**config.mk**
```make
export PLATFORM = sky130hd
export DESIGN_NAME = madc_result_regs
export DESIGN_NICKNAME = d
export VERILOG_FILES = /design/src/core/madc_pkg.sv /design/src/core/madc_result_regs.sv
export SDC_FILE = /design/constraint.sdc
export NUM_CORES = 1
export LEC_CHECK = 0
export BUFFER_PORTS_ARGS = -buffer_cell sky130_fd_sc_hd__buf_4
export CAP_MARGIN = 10
export CELL_PAD_IN_SITES_DETAIL_PLACEMENT = 1
export CELL_PAD_IN_SITES_GLOBAL_PLACEMENT = 1
export CORE_MARGIN = 2
export CORE_UTILIZATION = 34
export CTS_CLUSTER_SIZE = 20
export DETAILED_ROUTE_END_ITERATION = 10
export PLACE_DENSITY_LB_ADDON = 0.1
export RECOVER_POWER = 100
export SYNTH_ARGS = -nofsm -noshare
export SYNTH_HDL_FRONTEND = slang
export SYNTH_SLANG_ARGS = --single-unit
```
**constraint.sdc**
```tcl
create_clock -name i_sys_clk -period 1.9 [get_ports i_sys_clk]
set_input_delay 0.19 -clock i_sys_clk [delete_from_list [all_inputs] [get_ports i_sys_clk]]
set_output_delay 0.19 -clock i_sys_clk [all_outputs]
set_load 0.03 [all_outputs]
```
**src/core/madc_pkg.sv**
```systemverilog
// package for the monitor converter result registers
package madc_pkg;
   // ------------------------------------------------------------
   // register offsets
   // ------------------------------------------------------------
   localparam logic [7:0] OFF_BAT_HI  = 8'h1d;
   localparam logic [7:0] OFF_BAT_LO  = 8'h1e;
   localparam logic [7:0] OFF_SYS_HI  = 8'h1f;
   localparam logic [7:0] OFF_SYS_LO  = 8'h20;
   localparam logic [7:0] OFF_TS_HI   = 8'h21;
   localparam logic [7:0] OFF_TS_LO   = 8'h22;
   localparam logic [7:0] OFF_DIE_HI  = 8'h23;
   localparam logic [7:0] OFF_DIE_LO  = 8'h24;
   localparam logic [7:0] OFF_RST_CTL = 8'h25;
   // ------------------------------------------------------------
   // field positions and reset values
   // ------------------------------------------------------------
   localparam int         BIT_REG_RST   = 7;
   localparam int         BIT_DIE_RSVD  = 7;
   localparam logic [7:0] RESULT_RST    = 8'h00;
   localparam logic [7:0] UNMAPPED_READ = 8'h00;

   typedef enum logic [1:0] {
      MADC_IDLE  = 2'b00,
      MADC_CLEAR = 2'b01
   } madc_rst_e;

   // one coherent conversion set, 16 bits per channel
   typedef struct packed {
      logic [15:0] bat;
      logic [15:0] sys;
      logic [15:0] ts;
      logic [15:0] die;
   } madc_result_s;

   typedef struct packed {
      madc_result_s res;
      madc_rst_e    rst_st;
      logic         rd_vld;
      logic [7:0]   rd_data;
   } madc_state_s;
endpackage

```
**src/core/madc_result_regs.sv**
```systemverilog
// read-only result registers of the monitoring converter
//
// Our own choice: strobed register access.
`timescale 1ns/10ps
`default_nettype none

module madc_result_regs (
   input  wire logic                 i_sys_clk,
   input  wire logic                 i_reset_n,
   input  wire logic [7:0]           i_addr,
   input  wire logic [7:0]           i_wdata,
   input  wire logic                 i_wr,
   input  wire logic                 i_rd,
   output logic      [7:0]           o_rdata,
   input  wire logic                 i_conv_valid,
   input  wire madc_pkg::madc_result_s i_conv,
   input  wire logic                 i_watchdog_expired,
   output logic                      o_reg_reset,
   output logic                      o_safety_timer_reset
);
   // ------------------------------------------------------------
   // state
   // ------------------------------------------------------------
   madc_pkg::madc_state_s st_ff;
   madc_pkg::madc_state_s nxt_st;
   logic                  rst_req;

   function automatic logic [7:0] read_mux(input madc_pkg::madc_state_s s, input logic [7:0] a);
      logic [7:0] r;
      r = madc_pkg::UNMAPPED_READ;
      case (a)
         madc_pkg::OFF_BAT_HI:  r = s.res.bat[15:8];
         madc_pkg::OFF_BAT_LO:  r = s.res.bat[7:0];
         madc_pkg::OFF_SYS_HI:  r = s.res.sys[15:8];
         madc_pkg::OFF_SYS_LO:  r = s.res.sys[7:0];
         madc_pkg::OFF_TS_HI:   r = s.res.ts[15:8];
         madc_pkg::OFF_TS_LO:   r = s.res.ts[7:0];
         madc_pkg::OFF_DIE_HI:  r = {1'b0, s.res.die[14:8]};
         madc_pkg::OFF_DIE_LO:  r = s.res.die[7:0];
         madc_pkg::OFF_RST_CTL: r = {(s.rst_st == madc_pkg::MADC_CLEAR), 7'h00};
         default:               r = madc_pkg::UNMAPPED_READ;
      endcase
      return r;
   endfunction

   assign rst_req = i_wr && (i_addr == madc_pkg::OFF_RST_CTL) && i_wdata[madc_pkg::BIT_REG_RST];

   // ------------------------------------------------------------
   // next state
   // ------------------------------------------------------------
   always_comb begin
      nxt_st         = st_ff;
      nxt_st.rd_vld  = i_rd;
      nxt_st.rd_data = i_rd ? read_mux(st_ff, i_addr) : madc_pkg::UNMAPPED_READ;
      // writes to result offsets are dropped: the bytes are read-only
      case (st_ff.rst_st)
         madc_pkg::MADC_IDLE: begin
            if (rst_req) begin
               nxt_st.rst_st = madc_pkg::MADC_CLEAR;
            end else if (i_conv_valid) begin
               // whole set captured in one edge so hi/lo pairs never tear
               nxt_st.res = i_conv;
            end
         end
         madc_pkg::MADC_CLEAR: begin
            // defaults restored, bit clears itself after this cycle
            nxt_st.res    = '0;
            nxt_st.rst_st = madc_pkg::MADC_IDLE;
         end
         default: nxt_st.rst_st = madc_pkg::MADC_IDLE;
      endcase
      // watchdog expiry intentionally has no effect on results
      if (i_watchdog_expired) begin
         nxt_st.res = nxt_st.res;
      end
   end

   always_ff @(posedge i_sys_clk) begin
      if (!i_reset_n) begin
         st_ff.res     <= '0;
         st_ff.rst_st  <= madc_pkg::MADC_IDLE;
         st_ff.rd_vld  <= 1'b0;
         st_ff.rd_data <= madc_pkg::RESULT_RST;
      end else begin
         st_ff <= nxt_st;
      end
   end

   assign o_rdata              = st_ff.rd_data;
   assign o_reg_reset          = (st_ff.rst_st == madc_pkg::MADC_CLEAR);
   assign o_safety_timer_reset = (st_ff.rst_st == madc_pkg::MADC_CLEAR);
endmodule
`default_nettype wire

```
==> impl_metrics.py <==
metrics = {
    "status": {
        "status": "completed",
    },
    "power_and_ir_drop": {
        "pwr-share-seq_pct": 46.6,
        "finalPower_mw": 3.484,
        "p_int_mw": 2.621,
        "combPwrFrac_pct": 13.2,
        "power_density_nw_per_um2": 808.4,
        "swShare_pct": 24.77,
        "p_clk_share_pct": 40.2,
        "p_sw_uw": 863.1,
        "leakage_nw": 1.664,
        "ir_worst_vdd_mv": 0.3336,
    },
    "critical_path": {
        "crit_start": "i_addr[4]",
        "critPathCapture": "st_ff[32]",
        "end_kind": "flip-flop",
        "required_ns": 2.18,
        "critical_path_class": "primary input to flip-flop",
        "critical_path.max_stage_delay_ns": 0.60,
        "r2r_slack_ns": 0.43,
        "arrival_ns": 1.87,
        "reg2reg_depth": 3,
        "worstPathMaxFanout": 63,
        "crit_chain": "clkbuf_1, or4b_4, o41ai_4, buf_12, nand2_1, a21oi_2",
        "reg2reg_to": "st_ff[38]",
        "cpLargestDelayFamily": "simple AND/OR/NAND/NOR gates",
        "start_kind": "primary input",
        "timing.rr.start": "st_ff[9]",
        "crit_cells": 6,
        "critPathBufInv": 2,
        "cp_slowest_cell": "or4b_4",
    },
    "clock_tree": {
        "clkLatencyLatePin_ns": 0.35,
        "clkTransAtPathRegs_ns": 0.08,
        "clock_sinks": 72,
        "cts.path.max_buffers": 2,
        "numCtsBuffers": 9,
        "cts_resized": 0,
        "postCtsHoldBufs": 0,
        "root_buffer": "clkbuf_8",
        "htree_levels": 3,
        "post-cts-setup-buffer-count": 0,
        "cts_tree": "built",
    },
    "synth": {
        "yosysSeqAreaShare_pct": 41.69,
        "yosys_most_used_dff": "dfxtp_1",
        "synth-seq-cells": 72,
        "synth.avg_cell_area_um2": 8.557,
        "synth_top_family_by_area": "compound AO/OA/AOI/OAI gates",
        "synth_edf_count": 0,
        "syn_nets": 490,
        "synthMuxAreaShare_pct": 5.936,
        "synth_compound_area_share_pct": 23.45,
        "synth_fa_ha_area_share_pct": 0,
        "synth-warning-count": 0,
        "synth-simple-area-share_pct": 21.39,
        "ys_types": 38,
        "syn_inst": 404,
        "synthXorXnorAreaFrac_pct": 0,
        "netlist_area_um2": 3457,
        "async_flop_share_pct": 0,
    },
    "place": {
        "hpwlAfterDp_um": 7230,
        "place.gp.congestion": 0.8214,
        "io_buffers": 86,
        "placed_cells": 597,
    },
    "die": {
        "die_w_um": 104.8,
        "io_pins": 96,
        "start_util_pct": 35.21,
        "fp.dieH_um": 104.8,
        "core_um2": 9819,
        "design.die.area_um2": 10990,
        "rows": 36,
    },
    "flow_run": {
        "maxCapViolations": 0,
    },
    "layout": {
        "instances_no_fill": 613,
        "area_growth_pct": 24.68,
        "diodes": 0,
        "layout.nets": 561,
        "nFillCells": 1234,
        "final_common_cell": "nand2_1",
        "drive_gt1_share_pct": 32.08,
        "layout_common_cells": "133 x nand2_1, 82 x buf_4, 72 x dfxtp_1, 39 x a21oi_2, 31 x a21oi_1",
    },
    "detailed_routing": {
        "drt_pre_antenna_iters": 4,
        "wl_um": 9876,
        "drc": 0,
        "vias_per_cell": 4.923,
        "wl_per_cell_um": 16.11,
        "vias": 3018,
        "drt_iter0_markers": 93,
        "final_antenna_net_count": 0,
    },
    "timing": {
        "fmax_ghz": 0.6296,
        "setup_viol": 0,
        "rsz0062_at_grt": "false",
        "relSlewSlack_pct": 52.22,
        "finalCriticalPeriod_ns": 1.588,
        "tightestPinTransition_ns": 0.7168,
        "hold_viol": 0,
        "slew_violations": 0,
        "fin_crit_sh_pct": 83.60,
        "final.setup_skew_ns": 0.009370,
        "fin_setup_tns_ns": 0,
    },
    "global_route": {
        "grtUsageMet3_pct": 5.178,
        "grt_max_degree": 64,
        "antenna_found_initial": 0,
        "grt_pass1_vias": 3182,
        "gr-total-overflow": 0,
        "use_met2_pct": 31.22,
        "busiest_layer": "met2",
        "grt_pass1_wl_um": 16630,
        "gr-usage-all-layers_pct": 19.10,
        "met1_usage_pct": 24.88,
    },
    "hold_path": {
        "hp-class": "primary input to flip-flop",
    },
}
-- worst min-delay path, cell delays in order --
cell	delay [ns]
buf_4	0.11
nand2_1	0.04
a21oi_1	0.05
-- cell usage after synthesis, types with 2 or more instances --
master | instances | area share (%)
nand2_1 | 133 | 14
dfxtp_1 | 72 | 42
a21oi_2 | 60 | 15
mux2i_1 | 16 | 4.6
clkbuf_1 | 12 | 1.3
a21oi_1 | 10 | 1.4
buf_4 | 10 | 2.2
o2bb2ai_1 | 8 | 2.0
buf_2 | 7 | 1.0
buf_6 | 7 | 2.3
nand3b_1 | 6 | 1.3
nor2_1 | 5 | 0.54
nor3_1 | 5 | 0.72
a31oi_1 | 4 | 0.72
buf_1 | 4 | 0.43
mux2_2 | 4 | 1.3
nor4_1 | 4 | 0.72
o21ai_0 | 4 | 0.58
inv_1 | 3 | 0.33
nand2_2 | 3 | 0.54
nand3_1 | 3 | 0.43
a211oi_1 | 2 | 0.43
a32oi_1 | 2 | 0.51
nand2b_1 | 2 | 0.36
nand4b_1 | 2 | 0.51
nor2b_1 | 2 | 0.36
nor4b_1 | 2 | 0.51
o41ai_1 | 2 | 0.51
-- routing by layer --
metal | wire length, um | vias to the layer above
li1 | - | 1509
met1 | 4619 | 1425
met2 | 4663 | 73
met3 | 467 | 11
met4 | 126 | 0
met5 | 0 | -
-- flip-flops by register name, indices dropped and copies added, names as in the netlist --
register / count
o_rdata: 8
st_ff: 64
-- kinds of logic after synthesis --
group,after synthesis
buffers and inverters,43
and+or+nand+nor,171
DFF,72
AOI/OAI and AO/OA,98
muxes,20
-- final cells by class --
type / instances / area [um2] / share of cell area, %
Tap cell: 133 / 166.4 / 3.861
Clock inverter: 4 / 76.32 / 1.771
Multi-Input combinational cell: 289 / 1679 / 38.96
Clock buffer: 12 / 155.1 / 3.599
Inverter: 3 / 11.26 / 0.2612
Sequential cell: 72 / 1441 / 33.44
Timing Repair Buffer: 100 / 780.7 / 18.11
-- metrics by stage --
step	hold slack (ns)	utilization [%]	area [um2]	setup WS [ns]
after CTS	0.06980	45.21	4439	0.3298
after floorplan	0.3260	-	3458	0.02365
after global routing	0.07434	43.90	4310	0.2206
after detailed placement	0.4494	42.85	4208	-0.03747
after global placement	0.4403	42.85	4208	-0.008859
final	0.08224	43.90	4310	0.3117
-- worst min path at each step --
stage	startpoint	to	cells after the start
floorplan	i_conv[39]	st_ff[50]	2
global placement	i_conv[39]	st_ff[50]	3
detailed placement	st_ff[51]	st_ff[51]	2
CTS	i_conv[61]	st_ff[72]	3
global route	i_conv[49]	st_ff[60]	3
finish	i_conv[42]	st_ff[53]	3
-- power groups by stage --
stage / combinational [mW] / sequential (mW) / clock [mW]
3_5_place_dp: 0.488 / 1.66 / 0
4_1_cts: 0.489 / 1.62 / 1.44
3_3_place_gp: 0.480 / 1.66 / 0
5_1_grt: 0.514 / 1.63 / 1.51
6_report: 0.461 / 1.62 / 1.40
2_1_floorplan: 0.279 / 1.64 / 0
Note: power is estimated with default switching activity, not from simulation.
